File: config.mk
export PLATFORM = sky130hd
export DESIGN_NAME = pph_handshake
export DESIGN_NICKNAME = d
export VERILOG_FILES = /design/src/pph_pkg.sv /design/src/pph_handshake.sv
export SDC_FILE = /design/constraint.sdc
export NUM_CORES = 1
export LEC_CHECK = 0
export BUFFER_PORTS_ARGS = -buffer_cell sky130_fd_sc_hd__buf_2
export CAP_MARGIN = 15
export CORE_ASPECT_RATIO = 0.75
export CORE_MARGIN = 2
export CORE_UTILIZATION = 53
export CTS_BUF_LIST = sky130_fd_sc_hd__clkbuf_16
export CTS_CLUSTER_SIZE = 16
export DETAILED_ROUTE_END_ITERATION = 8
export PLACE_DENSITY_LB_ADDON = 0.12
export SLEW_MARGIN = 30
export SYNTH_ARGS = -nofsm -noshare
export SYNTH_HDL_FRONTEND = slang
export SYNTH_SLANG_ARGS = --single-unit
File: constraint.sdc
create_clock -name clk_in -period 4.4 [get_ports clk_in]
set_input_delay 0 -clock clk_in [delete_from_list [all_inputs] [get_ports clk_in]]
set_output_delay 0 -clock clk_in [all_outputs]
set_load 0.02 [all_outputs]
File: src/pph_pkg.sv
package pph_pkg;

	// ****************************************************************
	// timing
	// ****************************************************************
	localparam int PPH_CLK_PERIOD_NS = 20;
	localparam int PPH_SETUP_TIME_NS = 6000000;
	localparam int PPH_SETUP_CYCLES  =
		(PPH_SETUP_TIME_NS + PPH_CLK_PERIOD_NS - 1) / PPH_CLK_PERIOD_NS;
	localparam int PPH_SETUP_CNT_W   = 20;

	// ****************************************************************
	// widths and register map
	// ****************************************************************
	localparam int PPH_NUM_W  = 6;
	localparam int PPH_POS_W  = 16;
	localparam int PPH_ADDR_W = 8;
	localparam int PPH_DATA_W = 32;

	localparam logic [7:0] PPH_OFF_PATTERN   = 8'h00;
	localparam logic [7:0] PPH_OFF_CTRL      = 8'h04;
	localparam logic [7:0] PPH_OFF_REGION_FLAG_A_LO  = 8'h08;
	localparam logic [7:0] PPH_OFF_REGION_FLAG_A_HI  = 8'h0c;
	localparam logic [7:0] PPH_OFF_REGION_FLAG_B_LO  = 8'h10;
	localparam logic [7:0] PPH_OFF_REGION_FLAG_B_HI  = 8'h14;
	localparam logic [7:0] PPH_OFF_STATUS    = 8'h18;
	localparam logic [7:0] PPH_OFF_INT_STAT  = 8'h1c;
	localparam logic [7:0] PPH_OFF_INT_MASK  = 8'h20;

	localparam logic [15:0] PPH_ZONE_LO_RESET = 16'h0000;
	localparam logic [15:0] PPH_ZONE_HI_RESET = 16'hffff;
	localparam logic [5:0]  PPH_TARGET16_MASK = 6'h0f;

	// interrupt bit positions
	localparam int PPH_INT_W     = 5;
	localparam int PPH_INT_DONE  = 0;
	localparam int PPH_INT_ALARM = 1;
	localparam int PPH_INT_HOMED = 2;
	localparam int PPH_INT_ESTOP = 3;
	localparam int PPH_INT_SETUP = 4;

	typedef enum logic [2:0] {
		PAT_CONVENTIONAL = 3'h0,
		PAT_STANDARD     = 3'h1,
		PAT_POINTS64     = 3'h2,
		PAT_TWO_ZONE     = 3'h3,
		PAT_TEACH        = 3'h4,
		PAT_AIR4         = 3'h5
	} pph_pattern_t;

	typedef enum logic [1:0] {
		ST_IDLE = 2'h0,
		ST_MOVE = 2'h1,
		ST_HOME = 2'h2
	} pph_state_t;

	typedef struct packed {
		logic       move_launch;
		logic [5:0] target_select;
		logic       pause_n;
		logic       origin_seek_cmd;
		logic       servo_enable;
		logic       alarm_clear;
	} pph_plc_in_t;

	typedef struct packed {
		logic [5:0] done_position;
		logic       motion_active;
		logic       in_position;
		logic       origin_found;
		logic       region_flag_a;
		logic       region_flag_b;
		logic       servo_ready;
		logic       fault_n;
		logic       estop_n;
	} pph_plc_out_t;

	typedef struct packed {
		logic       move_request;
		logic [5:0] target_number;
		logic       motion_permit;
		logic       seek_positive;
		logic       servo_on;
		logic       alarm_reset;
	} pph_core_cmd_t;

	typedef struct packed {
		logic        moving;
		logic        in_band;
		logic        move_done;
		logic        homing_done;
		logic        fault_event;
		logic        estop_active;
		logic [15:0] position;
	} pph_core_sts_t;

endpackage

File: src/pph_handshake.sv
// What this block does
// a rising edge of move_launch starts a move to the selected target.
// host holds target select stable 6 ms before raising move_launch.
// target and done numbers are binary weighted 1..32, bit0 lowest.
// pause_n high allows motion; low makes the actuator decelerate to stop.
// origin_seek_cmd held drives the actuator in the positive direction.
// servo stays energised while servo_enable is high, off while low.
// each rising edge of alarm_clear clears a pending alarm.
// on completion the reached position number goes onto done_position.
// done_position drops to zero when the next move_launch arrives.
// motion_active is high while moving, including load contact detection.
// in_position rises once target reached and inside the in-position band.
// origin_found is low from power-up until homing completes.
// region flags only after homing and while position lies in range.
// servo_ready when servo energised and controller ready to run.
// fault_n high normally, low whenever an alarm is present.
// with cutoff relay fitted, estop_n low during an emergency stop.
// signal assignment follows a pattern setting of 0 to 5.
// pattern 2 gives 64 targets and drops servo, ready and region flags.
// pattern 3 gives two region flags, second from own bounds, no moving.
`timescale 1ns/1ps
`default_nettype none
module pph_handshake
	import pph_pkg::*;
#(
	parameter int SETUP_CYCLES = PPH_SETUP_CYCLES
) (
	input  wire logic                  clk_in,
	input  wire logic                  reset_n_in,
	input  wire pph_plc_in_t           plc_in,
	output pph_plc_out_t               plc_out,
	input  wire pph_core_sts_t         core_sts_in,
	output pph_core_cmd_t              core_cmd_out,
	input  wire logic [PPH_ADDR_W-1:0] reg_addr_in,
	input  wire logic [PPH_DATA_W-1:0] reg_wdata_in,
	input  wire logic                  reg_write_in,
	input  wire logic                  reg_read_in,
	output logic      [PPH_DATA_W-1:0] reg_rdata_out,
	output logic                       irq_out
);

	// ****************************************************************
	// pin synchronisers and edges
	// ****************************************************************
	pph_plc_in_t sync1_reg;
	pph_plc_in_t sync2_reg;
	pph_plc_in_t prev_reg;

	always_ff @(posedge clk_in or negedge reset_n_in) begin
		if (!reset_n_in) begin
			sync1_reg <= '0;
			sync2_reg <= '0;
			prev_reg  <= '0;
		end else begin
			sync1_reg <= plc_in;
			sync2_reg <= sync1_reg;
			prev_reg  <= sync2_reg;
		end
	end

	logic launch_rise;
	logic clear_rise;
	assign launch_rise = sync2_reg.move_launch & ~prev_reg.move_launch;
	assign clear_rise  = sync2_reg.alarm_clear & ~prev_reg.alarm_clear;

	// ****************************************************************
	// registers
	// ****************************************************************
	pph_pattern_t         pattern_reg;
	logic                 relay_fitted_reg;
	logic [PPH_POS_W-1:0] region_flag_a_lo_reg;
	logic [PPH_POS_W-1:0] region_flag_a_hi_reg;
	logic [PPH_POS_W-1:0] region_flag_b_lo_reg;
	logic [PPH_POS_W-1:0] region_flag_b_hi_reg;
	logic [PPH_INT_W-1:0] int_mask_reg;
	logic                 wr_pattern;

	assign wr_pattern = reg_write_in && (reg_addr_in == PPH_OFF_PATTERN);

	always_ff @(posedge clk_in or negedge reset_n_in) begin
		if (!reset_n_in) begin
			pattern_reg      <= PAT_CONVENTIONAL;
			relay_fitted_reg <= 1'b0;
			region_flag_a_lo_reg     <= PPH_ZONE_LO_RESET;
			region_flag_a_hi_reg     <= PPH_ZONE_HI_RESET;
			region_flag_b_lo_reg     <= PPH_ZONE_LO_RESET;
			region_flag_b_hi_reg     <= PPH_ZONE_HI_RESET;
			int_mask_reg     <= '0;
		end else if (reg_write_in) begin
			// pattern values whose low three bits exceed 5 are ignored
			if (wr_pattern && reg_wdata_in[2:0] <= PAT_AIR4) begin
				pattern_reg <= pph_pattern_t'(reg_wdata_in[2:0]);
			end
			if (reg_addr_in == PPH_OFF_CTRL) begin
				relay_fitted_reg <= reg_wdata_in[0];
			end
			if (reg_addr_in == PPH_OFF_REGION_FLAG_A_LO) begin
				region_flag_a_lo_reg <= reg_wdata_in[PPH_POS_W-1:0];
			end
			if (reg_addr_in == PPH_OFF_REGION_FLAG_A_HI) begin
				region_flag_a_hi_reg <= reg_wdata_in[PPH_POS_W-1:0];
			end
			if (reg_addr_in == PPH_OFF_REGION_FLAG_B_LO) begin
				region_flag_b_lo_reg <= reg_wdata_in[PPH_POS_W-1:0];
			end
			if (reg_addr_in == PPH_OFF_REGION_FLAG_B_HI) begin
				region_flag_b_hi_reg <= reg_wdata_in[PPH_POS_W-1:0];
			end
			if (reg_addr_in == PPH_OFF_INT_MASK) begin
				int_mask_reg <= reg_wdata_in[PPH_INT_W-1:0];
			end
		end
	end

	// ****************************************************************
	// pattern features
	// ****************************************************************
	logic has_home;
	logic has_servo;
	logic has_reset;
	logic has_moving;
	logic has_zone_a;
	logic has_zone_b;
	logic has_ready;

	always_comb begin
		has_home   = (pattern_reg != PAT_CONVENTIONAL) &&
			(pattern_reg != PAT_AIR4);
		has_servo  = (pattern_reg == PAT_STANDARD) ||
			(pattern_reg == PAT_TWO_ZONE) || (pattern_reg == PAT_TEACH);
		has_ready  = has_servo;
		has_reset  = (pattern_reg != PAT_CONVENTIONAL);
		has_moving = (pattern_reg == PAT_STANDARD) ||
			(pattern_reg == PAT_POINTS64) ||
			(pattern_reg == PAT_TEACH);
		has_zone_a = (pattern_reg != PAT_POINTS64) &&
			(pattern_reg != PAT_TEACH);
		has_zone_b = (pattern_reg == PAT_TWO_ZONE);
	end

	// ****************************************************************
	// alarm, servo, emergency stop
	// ****************************************************************
	logic alarm_reg;
	logic servo_on;
	logic estop_now;

	// without a reset input, an alarm clears only by device reset
	always_ff @(posedge clk_in or negedge reset_n_in) begin
		if (!reset_n_in) begin
			alarm_reg <= 1'b0;
		end else if (core_sts_in.fault_event) begin
			alarm_reg <= 1'b1;
		end else if (clear_rise && has_reset) begin
			alarm_reg <= 1'b0;
		end
	end

	assign servo_on  = has_servo ? sync2_reg.servo_enable : 1'b1;
	assign estop_now = relay_fitted_reg && core_sts_in.estop_active;

	// ****************************************************************
	// move and homing sequencer
	// ****************************************************************
	pph_state_t           state_reg;
	logic [PPH_NUM_W-1:0] target_reg;
	logic [PPH_NUM_W-1:0] target_now;
	logic                 move_finish;
	logic                 homed_reg;

	// only 64-point mode uses the two upper select bits
	assign target_now = (pattern_reg == PAT_POINTS64) ?
		sync2_reg.target_select :
		(sync2_reg.target_select & PPH_TARGET16_MASK);
	assign move_finish = (state_reg == ST_MOVE) && core_sts_in.move_done;

	always_ff @(posedge clk_in or negedge reset_n_in) begin
		if (!reset_n_in) begin
			state_reg  <= ST_IDLE;
			target_reg <= '0;
		end else begin
			unique case (state_reg)
				ST_IDLE: begin
					if (launch_rise) begin
						state_reg  <= ST_MOVE;
						target_reg <= target_now;
					end else if (has_home && sync2_reg.origin_seek_cmd) begin
						state_reg <= ST_HOME;
					end
				end
				ST_MOVE: begin
					if (launch_rise) begin
						target_reg <= target_now;
					end else if (core_sts_in.move_done) begin
						state_reg <= ST_IDLE;
					end
				end
				ST_HOME: begin
					if (core_sts_in.homing_done ||
						!sync2_reg.origin_seek_cmd) begin
						state_reg <= ST_IDLE;
					end
				end
				default: begin
					state_reg <= ST_IDLE;
				end
			endcase
		end
	end

	always_ff @(posedge clk_in or negedge reset_n_in) begin
		if (!reset_n_in) begin
			homed_reg <= 1'b0;
		end else if (core_sts_in.homing_done) begin
			homed_reg <= 1'b1;
		end
	end

	// ****************************************************************
	// target setup time monitor
	// ****************************************************************
	logic [PPH_SETUP_CNT_W-1:0] stable_cnt_reg;
	logic                       setup_short;

	always_ff @(posedge clk_in or negedge reset_n_in) begin
		if (!reset_n_in) begin
			stable_cnt_reg <= '0;
		end else if (sync2_reg.target_select != prev_reg.target_select) begin
			stable_cnt_reg <= '0;
		end else if (stable_cnt_reg < PPH_SETUP_CNT_W'(SETUP_CYCLES)) begin
			stable_cnt_reg <= stable_cnt_reg + 1'b1;
		end
	end

	assign setup_short = launch_rise &&
		(stable_cnt_reg < PPH_SETUP_CNT_W'(SETUP_CYCLES));

	// ****************************************************************
	// core commands and pin outputs
	// ****************************************************************
	logic in_zone_a;
	logic in_zone_b;

	assign in_zone_a = (core_sts_in.position >= region_flag_a_lo_reg) &&
		(core_sts_in.position <= region_flag_a_hi_reg);
	assign in_zone_b = (core_sts_in.position >= region_flag_b_lo_reg) &&
		(core_sts_in.position <= region_flag_b_hi_reg);

	always_ff @(posedge clk_in or negedge reset_n_in) begin
		if (!reset_n_in) begin
			core_cmd_out <= '0;
		end else begin
			core_cmd_out.move_request  <= launch_rise;
			if (launch_rise) begin
				core_cmd_out.target_number <= target_now;
			end
			core_cmd_out.motion_permit <= sync2_reg.pause_n;
			core_cmd_out.seek_positive <= has_home &&
				sync2_reg.origin_seek_cmd;
			core_cmd_out.servo_on      <= servo_on;
			core_cmd_out.alarm_reset   <= clear_rise && has_reset;
		end
	end

	// one process drives every pin field
	always_ff @(posedge clk_in or negedge reset_n_in) begin
		if (!reset_n_in) begin
			plc_out.done_position <= '0;
			plc_out.in_position   <= 1'b0;
			plc_out.motion_active <= 1'b0;
			plc_out.origin_found  <= 1'b0;
			plc_out.region_flag_a <= 1'b0;
			plc_out.region_flag_b <= 1'b0;
			plc_out.servo_ready   <= 1'b0;
			plc_out.fault_n       <= 1'b1;
			plc_out.estop_n       <= 1'b1;
		end else begin
			if (launch_rise) begin
				plc_out.done_position <= '0;
				plc_out.in_position   <= 1'b0;
			end else if (move_finish && core_sts_in.in_band) begin
				plc_out.done_position <= target_reg;
				plc_out.in_position   <= 1'b1;
			end
			plc_out.motion_active <= has_moving &&
				core_sts_in.moving;
			plc_out.origin_found  <= homed_reg;
			plc_out.region_flag_a <= has_zone_a && homed_reg &&
				in_zone_a;
			plc_out.region_flag_b <= has_zone_b && homed_reg &&
				in_zone_b;
			plc_out.servo_ready   <= has_ready && servo_on &&
				!alarm_reg && !estop_now;
			plc_out.fault_n       <= !alarm_reg;
			plc_out.estop_n       <= !estop_now;
		end
	end

	// ****************************************************************
	// interrupts and read port
	// ****************************************************************
	logic [PPH_INT_W-1:0] int_stat_reg;
	logic [PPH_INT_W-1:0] int_event;
	logic [PPH_INT_W-1:0] int_clear;

	always_comb begin
		int_event = '0;
		int_event[PPH_INT_DONE]  = move_finish;
		int_event[PPH_INT_ALARM] = core_sts_in.fault_event;
		int_event[PPH_INT_HOMED] = core_sts_in.homing_done;
		int_event[PPH_INT_ESTOP] = estop_now;
		int_event[PPH_INT_SETUP] = setup_short;
		int_clear = '0;
		if (reg_write_in && reg_addr_in == PPH_OFF_INT_STAT) begin
			int_clear = reg_wdata_in[PPH_INT_W-1:0];
		end
	end

	// set beats clear in the same cycle
	always_ff @(posedge clk_in or negedge reset_n_in) begin
		if (!reset_n_in) begin
			int_stat_reg <= '0;
			irq_out      <= 1'b0;
		end else begin
			int_stat_reg <= (int_stat_reg & ~int_clear) | int_event;
			irq_out      <= |(int_stat_reg & int_mask_reg);
		end
	end

	always_ff @(posedge clk_in or negedge reset_n_in) begin
		if (!reset_n_in) begin
			reg_rdata_out <= '0;
		end else if (reg_read_in) begin
			unique case (reg_addr_in)
				PPH_OFF_PATTERN:  reg_rdata_out <= {29'h0, pattern_reg};
				PPH_OFF_CTRL:     reg_rdata_out <= {31'h0, relay_fitted_reg};
				PPH_OFF_REGION_FLAG_A_LO: reg_rdata_out <= {16'h0, region_flag_a_lo_reg};
				PPH_OFF_REGION_FLAG_A_HI: reg_rdata_out <= {16'h0, region_flag_a_hi_reg};
				PPH_OFF_REGION_FLAG_B_LO: reg_rdata_out <= {16'h0, region_flag_b_lo_reg};
				PPH_OFF_REGION_FLAG_B_HI: reg_rdata_out <= {16'h0, region_flag_b_hi_reg};
				PPH_OFF_STATUS:   reg_rdata_out <= {18'h0, state_reg,
					alarm_reg, homed_reg, estop_now, servo_on, target_reg,
					2'h0};
				PPH_OFF_INT_STAT: reg_rdata_out <= {27'h0, int_stat_reg};
				PPH_OFF_INT_MASK: reg_rdata_out <= {27'h0, int_mask_reg};
				default:          reg_rdata_out <= '0;
			endcase
		end else begin
			reg_rdata_out <= '0;
		end
	end
endmodule
`default_nettype wire

After elaboration in Yosys (flattened, before gate mapping)

Index checks and enable logic that the tools add are counted.

Register bits after elaboration: 196
Bits in latches: 0
Memory bits (writable): 0
Bits in read-only memories: 0
Input port bits: 77
Output and inout bits: 58
Memories kept: 0

$add $sub $neg: 1
Multipliers: 0
Divide/modulo/power cells: 0
$lt $le $gt $ge: 6
Equal/unequal tests: 22
Shifts and indexed selects: 0
Mux-type cells: 19
Bitwise logic cells: 8
Reductions and logical operators: 46

Operator list:

| operator                                                               | count |
|---|---|
| 16-bit case mux with 9 select lines                                    | 1 |
| 20-bit two-way mux                                                     | 2 |
| 8-bit by 5-bit == test with 1-bit output, second input constant        | 4 |
| 16-bit >= comparator                                                   | 2 |
| 16-bit less-or-equal comparator                                        | 2 |
| 32-bit two-way mux                                                     | 1 |
| 1-bit logical AND                                                      | 21 |
| 20-bit by 1-bit adder with 20-bit output, second input constant        | 1 |
| 20-bit by 19-bit < comparator with 1-bit output, second input constant | 1 |
| 6-bit two-way mux                                                      | 3 |
| 8-bit by 4-bit == test with 1-bit output, second input constant        | 2 |
| 2-bit AND reduction                                                    | 8 |
| 5-bit bitwise AND                                                      | 2 |
| 2-bit two-way mux                                                      | 5 |
| 3-bit inequality test, second input constant                           | 3 |
| 8-bit by 3-bit == test with 1-bit output, second input constant        | 1 |
| 8-bit by 6-bit == test with 1-bit output, second input constant        | 1 |
| 8-bit zero test                                                        | 1 |
| 3-bit by 2-bit == test with 1-bit output, second input constant        | 2 |
| 2-bit inequality test, second input constant                           | 3 |
| 6-bit inequality test                                                  | 1 |
| 2-bit case mux with 3 select lines                                     | 1 |
| 2-bit nonzero test                                                     | 3 |
| 1-bit logical OR                                                       | 5 |
| 18 further kinds                                                       | 26 |

Depth between registers and ports, before layout

Gate-level depths: netlist of the first run.

Depth after elaboration: 7
Gate-level depth with buffers: 7

Worst setup path before layout of the first run

OpenSTA, ideal clock, no wires.

Path kind: flip-flop to flip-flop
Start: register region_flag_b_hi_reg[14]
End: register plc_out[3] (netlist bit)
Library setup time: 0.131 ns
Arrival time: 1.790 ns
Data required time: 4.269 ns
Path slack: 2.479 ns
Stages on the path, launching flop included: 8
Path buffers: 0
Period minus slack after synthesis: 1.921 ns
Cells stage by stage: dfstp_2 inv_1 ha_1 nand4_1 or4_1 a21oi_1 nor4_1 a2bb2oi_1

Cells in the longest elaborated chain, start to end: 3

RTL lines:

| what                            | RTL line             | text |
|---|---|---|
| start: declaration              | pph_handshake.sv:74  | `logic [PPH_POS_W-1:0] region_flag_b_hi_reg;` |
| start signal: assignment        | pph_handshake.sv:107 | `region_flag_b_hi_reg <= reg_wdata_in[PPH_POS_W-1:0];` |
| 16-bit less-or-equal comparator | pph_handshake.sv:247 | `(core_sts_in.position <= region_flag_b_hi_reg);` |
| 1-bit logical AND               | pph_handshake.sv:246 | `assign in_zone_b = (core_sts_in.position >= region_flag_b_lo_reg) &&` |
| 1-bit logical AND               | pph_handshake.sv:290 | `plc_out.region_flag_b <= has_zone_b && homed_reg &&` |
| end: declaration                | pph_handshake.sv:31  | `output pph_plc_out_t plc_out,` |

No other way between the ends.
A chain may end at the register's enable or synchronous reset.

Worst setup path in the final report of the first run

Start: register stable_cnt_reg[14]
End: register stable_cnt_reg[14]

Cells in the longest elaborated chain, start to end: 3
Elaborated cells between the ends (all ways): 5
Classes of those cells: 1 x add/sub; 1 x order compare; 2 x mux; 1 x reduce/logical

RTL lines:

| what                                     | RTL line             | text |
|---|---|---|
| start: declaration                       | pph_handshake.sv:222 | `logic [PPH_SETUP_CNT_W-1:0] stable_cnt_reg;` |
| start signal: assignment                 | pph_handshake.sv:231 | `stable_cnt_reg <= stable_cnt_reg + 1'b1;` |
| 20-bit by 1-bit adder with 20-bit output | pph_handshake.sv:231 |  |
| 20-bit two-way mux                       | pph_handshake.sv:230 | `end else if (stable_cnt_reg < PPH_SETUP_CNT_W'(SETUP_CYCLES)) begin` |
| 20-bit two-way mux                       | pph_handshake.sv:228 | `end else if (sync2_reg.target_select != prev_reg.target_select) begin` |

Several ways; a longest one is shown, not always the timed one. The select of a mux whose other input is x is not followed.

==> reports/qor.csv, run 1 <==
metric;value;unit
CTS tree;built;
Max Slew Vio Count;0;
Wirelength per Cell;19.73;um
Switching Fraction;27.55;%
Crit. Startpoint;stable_cnt_reg[14]$_DFFE_PN0P_;
Final Critical Period;2369;ps
critical-path cell list;nor4_1 -> o21a_1 -> o211ai_1 -> buf_2 -> or4_1 -> a21oi_1;
maximum vdd drop;0.2081;mV
final cycle utilization of the critical path;53.84;%
# IOs;135;
R2R Path Start;stable_cnt_reg[14]$_DFFE_PN0P_;
Hold Slack;59.10;ps
top cell type by total area after synthesis;dfrtp_1;
Post-synth EDFFs;0;
critical path type;flip-flop to flip-flop;
FILL cells;1354;
Setup crit end kind;flip-flop;
slowest library cell on the worst path;or4_1;
Placed Instances;1101;
Max-cap violations;0;
# DRC;0;
syn avg cell area;11.17;um^2
Tot Pwr;3.649;mW
Root Buffer;clkbuf_16;
vias per std cell;5.868;
routed wire length;23090;um
Fin. Hold Viols;0;
area delta synth->final;17.54;%
area of the core;0.01672;mm^2
Pint;2.644;mW
Slew @ Worst Pin;1024;ps
CP Buf/Inv Count;1;
setup ws final;2031;ps
Max Buffers Root-to-Sink;2;
number of flip-flops in the largest register;20;
placed cell area;0.009649;mm^2
Final HPWL DP;15970;um
synthesized area;0.009011;mm^2
Initial Util;53.88;%
Synth area leaders;dfrtp_1 41%, dfstp_2 9.9%, ha_1 9.0%, mux2_2 7.5%, a21oi_1 3.0%;
FFs w/ async S/R, synth;100.0;%
nets;1084;
Synth Instances;807;
post-synth cell types;71;
Reg power frac;49.3;%
combinational share of power;10.5;%
max frequency;422.1;MHz
#FFs+latches synth;180;
Clock Skews;9.335;ps
Max FO, Critical Path;14;
die area;0.01807;mm^2
pwr dens;344.6;mW/mm^2
vias in the first global route;7098;
Yosys top cell area share;40.54;%
Hold WC Path Type;input port to async pin;
chip width;154.6;um
CTS resizes;0;
CTS Buf Count;17;
vias;6866;
largest net degree at the start of global routing;129;
Design Area, Final;0.01059;mm^2
TritonCTS Sinks;180;
Die Y;116.9;um
GPL Wtd Cong;0.9619;
endpoints failing setup;0;
end-of-flow core utilization;63.33;%
DRT Pass-1 Iters;5;
Yosys warnings;0;
Finished Layout Cells;1170;
Switch Pwr;1.005;mW
initial antenna violation count;0;
clock power share;40.2;%
TNS Setup;0;ps
crit path DAT;2740;ps
prevailing post-synth register cell;dfrtp_1;
port bufs;102;
Leak;4.788;nW
antenna-violating nets left;0;
slowest stage delay, CP;510;ps
first-pass GRT wire length;37030;um
Clock Latency Late Sink;440;ps
Max H-tree Level;4;
Post-Place Setup Slack;1940;ps
RSZ-0062 raised after global routing;no;
required time worst endpoint;4770;ps
Top delay family on crit path;simple AND/OR/NAND/NOR gates;
critical path launch point type;flip-flop;
relative slew slack;31.50;%
Iter 0 DRT Violations;610;
total congestion overflow;0;
diode count;0;
# rows;41;
sequential fraction of the synthesis area;50.46;%
layout cells sized above 1;26.81;%
status;finished, final reports clean;
clk slew on worst S/H paths;80;ps
GRT Resource Usage Total;26.70;%
==> what timing repair did <==
item / 4_1_cts / 5_1_grt
setup buffers: 0 / 0
hold buffers: 37 / 0
setup endpoints to repair: 0 / 0
endpoints found under the hold margin: 155 / 0
==> final cells by class <==
cell class | count | area (um^2) | share of cell area [%]
flip-flops and latches | 180 | 4547 | 42.93
multi-input cells | 532 | 4025 | 38.00
repair buffers | 142 | 919.6 | 8.683
clock buffers | 17 | 425.4 | 4.017
well taps | 215 | 269.0 | 2.540
inverters | 69 | 259.0 | 2.445
clock inverters | 15 | 146.4 | 1.382
==> path summary, 6_finish.rpt <==
path / to / cells after the start / slack, ps
min: reg_rdata_out[11]$_DFF_PN0_ / 2 / 60
max in group asynchronous: relay_fitted_reg$_DFFE_PN0P_ / 3 / 3310
min reg2reg: sync2_reg[2]$_DFF_PN0_ / 0 / 350
min in group clk_in: pattern_reg[2]$_DFFE_PN0P_ / 3 / 80
max reg2reg: stable_cnt_reg[14]$_DFFE_PN0P_ / 6 / 2030
max: stable_cnt_reg[14]$_DFFE_PN0P_ / 6 / 2030
==> power groups by stage <==
stage	clock [mW]	sequential (mW)	combinational [mW]
2_1_floorplan	0	1.82	0.201
3_3_place_gp	0	1.82	0.339
3_5_place_dp	0	1.83	0.354
4_1_cts	1.49	1.80	0.383
5_1_grt	1.56	1.81	0.429
6_report	1.47	1.80	0.383
==> cell families after synthesis <==
group | Yosys count | share of synthesized area (%)
AOI/OAI and AO/OA | 166 | 12.41
xor gates and xnor gates | 10 | 0.9720
adders and majority gates | 65 | 9.025
buffers and inverters | 110 | 5.568
DFF | 180 | 50.46
muxes | 73 | 9.511
other | 1 | 0.04162
and+or+nand+nor | 202 | 12.01
==> cells in the mapped netlist (16+ instances only) <==
library cell  count
a21oi_1          54
a22oi_1          22
buf_4            16
dfrtp_1         146
dfstp_2          34
ha_1             65
inv_1            69
mux2_2           60
nand2_1          70
nand3_1          26
nor2_1           22
o21ai_0          19
==> routing by layer <==
metal	part of all wire, %	track usage (%)	up-vias
met2	44	40.77	273
met1	47	38.16	3382
met4	2.5	10.31	0
li1	-	-	3163
met3	6.2	5.376	48
met5	0	0	-
==> placed cells by master, fill, tap and decap left out, types with 5 or more instances in the layout <==
master / Yosys / routed
nand2_1: 70 / 70
inv_1: 69 / 69
nand4_1: 14 / 14
conb_1: 1 / 16
nor4_1: 5 / 5
nor3_1: 6 / 6
a31oi_1: 6 / 6
dfrtp_1: 146 / 146
buf_2: 11 / 102
a21oi_1: 54 / 54
mux2_4: 10 / 10
dfstp_2: 34 / 34
nand2b_1: 5 / 5
nand3_1: 26 / 26
nor2b_1: 5 / 5
a222oi_1: 14 / 14
dlygate4sd3_1: 0 / 37
xnor2_1: 8 / 8
mux2_2: 60 / 60
ha_1: 65 / 65
or4_1: 13 / 13
clkbuf_16: 0 / 17
a21o_1: 9 / 9
a22oi_1: 22 / 22
o21ai_0: 19 / 19
o211ai_1: 10 / 10
nor2_1: 22 / 22
Power figures use the tool's default switching activity.
==> run 2, diff against run 1 <==
- clock period: 4.4 -> 2.28 ns (I/O delays scaled with it)
==> reports/qor.csv, run 2 (same netlist as run 1, synthesis figures left out) <==
metric;value;unit;change
Top delay family on crit path;simple AND/OR/NAND/NOR gates;;
slowest library cell on the worst path;or4_4;;
Fin. Hold Viols;0;;unchanged
max frequency;468.9;MHz;+11%
Leak;4.873;nW;+1.8%
FILL cells;1335;;-1.4%
die area;0.01807;mm^2;unchanged
most common cell after layout, fill and taps aside;dfrtp_1;;
CTS tree;built;;
Hold WC Path Type;input port to flip-flop;;
layout cells sized above 1;28.22;%;+1.4 points
# IOs;135;;unchanged
maximum vdd drop;0.4493;mV;+120%
required time worst endpoint;2590;ps;-2180 ps
Root Buffer;clkbuf_16;;
status;finished, final reports clean;;
DRT Pass-1 Iters;8;;+3
diode count;0;;unchanged
vias;6863;;-0.044%
vias in the first global route;6653;;-6.3%
Max H-tree Level;4;;unchanged
Max Buffers Root-to-Sink;2;;unchanged
# rows;41;;unchanged
slowest stage delay, CP;580;ps;+70 ps
endpoints failing setup;0;;unchanged
GRT Resource Usage Total;26.17;%;-0.53 points
Clock Latency Late Sink;440;ps;about the same
nets;1100;;+1.5%
final cycle utilization of the critical path;93.54;%;+40 points
total congestion overflow;0;;unchanged
# DRC;0;;unchanged
Final Critical Period;2133;ps;-236.3 ps
CP Buf/Inv Count;1;;unchanged
crit path DAT;2440;ps;-300 ps
chip width;154.6;um;unchanged
CTS Buf Count;17;;unchanged
Wirelength per Cell;19.26;um;-2.4%
Setup crit end kind;flip-flop;;
relative slew slack;58.28;%;+27 points
first-pass GRT wire length;36150;um;-2.4%
TNS Setup;0;ps;unchanged
Final HPWL DP;16500;um;+3.3%
Max-cap violations;0;;unchanged
most frequent cells in the layout;146 x dfrtp_1, 101 x buf_2, 70 x inv_1, 70 x nand2_1, 65 x ha_1;;
setup ws final;147.2;ps;-1884 ps
critical-path cell list;inv_1 -> ha_1 -> nand4_1 -> or4_4 -> a21oi_1 -> nor4_1 -> a2bb2oi_1;;
GPL Wtd Cong;0.8888;;-7.6%
Finished Layout Cells;1186;;+1.4%
Die Y;116.9;um;unchanged
area of the core;0.01672;mm^2;unchanged
Design Area, Final;0.01073;mm^2;+1.3%
critical path launch point type;flip-flop;;
Tot Pwr;7.035;mW;+93%
Placed Instances;1115;;+1.3%
port bufs;102;;unchanged
Max FO, Critical Path;3;;-11
pwr dens;655.9;mW/mm^2;+90%
antenna-violating nets left;0;;unchanged
placed cell area;0.009763;mm^2;+1.2%
vias per std cell;5.787;;-1.4%
end-of-flow core utilization;64.13;%;+0.80 points
Initial Util;53.88;%;unchanged
critical path type;flip-flop to flip-flop;;
Iter 0 DRT Violations;500;;-18%
Post-Place Setup Slack;102.6;ps;-1838 ps
RSZ-0062 raised after global routing;no;;
clk slew on worst S/H paths;80;ps;about the same
routed wire length;22840;um;-1.1%
area delta synth->final;19.02;%;
initial antenna violation count;0;;unchanged
number of flip-flops in the largest register;20;;unchanged
Hold Slack;73.91;ps;+14.80 ps
largest net degree at the start of global routing;72;;-44%
TritonCTS Sinks;180;;unchanged
Clock Skews;9.936;ps;+0.6014 ps
Max Slew Vio Count;0;;unchanged
Slew @ Worst Pin;610.0;ps;-414.2 ps
## run 2: power by group
part	internal (mW)	total [mW]	switching, mW	leakage, nW
registers	3.35	3.47	0.114	2.25
logic	0.312	0.745	0.433	2.35
clock network	1.45	2.82	1.37	0.279
total	5.11	7.03	1.92	4.87
## run 2: worst paths after layout
path / startpoint / end / slack (ps) / depth (start not counted)
worst max-delay path: region_flag_b_hi_reg[11]$_DFFE_PN1P_ / plc_out[3]$_DFF_PN0_ / 150 / 7
worst min-delay path: core_sts_in[15] / plc_out[3]$_DFF_PN0_ / 70 / 4
worst max register to register: region_flag_b_hi_reg[11]$_DFFE_PN1P_ / plc_out[3]$_DFF_PN0_ / 150 / 7
worst min register to register: sync1_reg[4]$_DFF_PN0_ / sync2_reg[4]$_DFF_PN0_ / 350 / 0
max in group asynchronous: reset_n_in / region_flag_a_hi_reg[1]$_DFFE_PN1P_ / 1370 / 3
min in group asynchronous: reset_n_in / reg_rdata_out[8]$_DFF_PN0_ / 100 / 2
## run 2: layer usage
metal  track usage [%]  vias to the layer above  routed length [um]
met5                 0                        -                   0
met4             6.667                        0                 302
met3             5.965                       19                1341
met2             38.66                      211                9975
met1             39.33                     3429               11220
li1                  -                     3204                   -
## run 2: worst reg2reg max path: stages, from the launching register on
cell and delay (ps):
dfstp_2 540, inv_1 40, ha_1 310, nand4_1 190, or4_4 590, a21oi_1 130
nor4_1 60, a2bb2oi_1 140
## run 2: cell type report
type                    instances  area, um^2  share of cell area [%]
clock buffers                  17       425.4                   3.966
multi-input cells             532        4028                   37.55
flip-flops and latches        180        4547                   42.39
inverters                      69       259.0                   2.415
well taps                     215       269.0                   2.508
repair buffers                158        1052                   9.811
clock inverters                15       145.1                   1.353
## run 2: timing repair
action                     in CTS  in global routing
setup endpoints to repair       0                  7
buffers inserted                0                  3
hold endpoints to repair      162                  0
hold buffers                   36                  0
gates resized for setup         0                  2
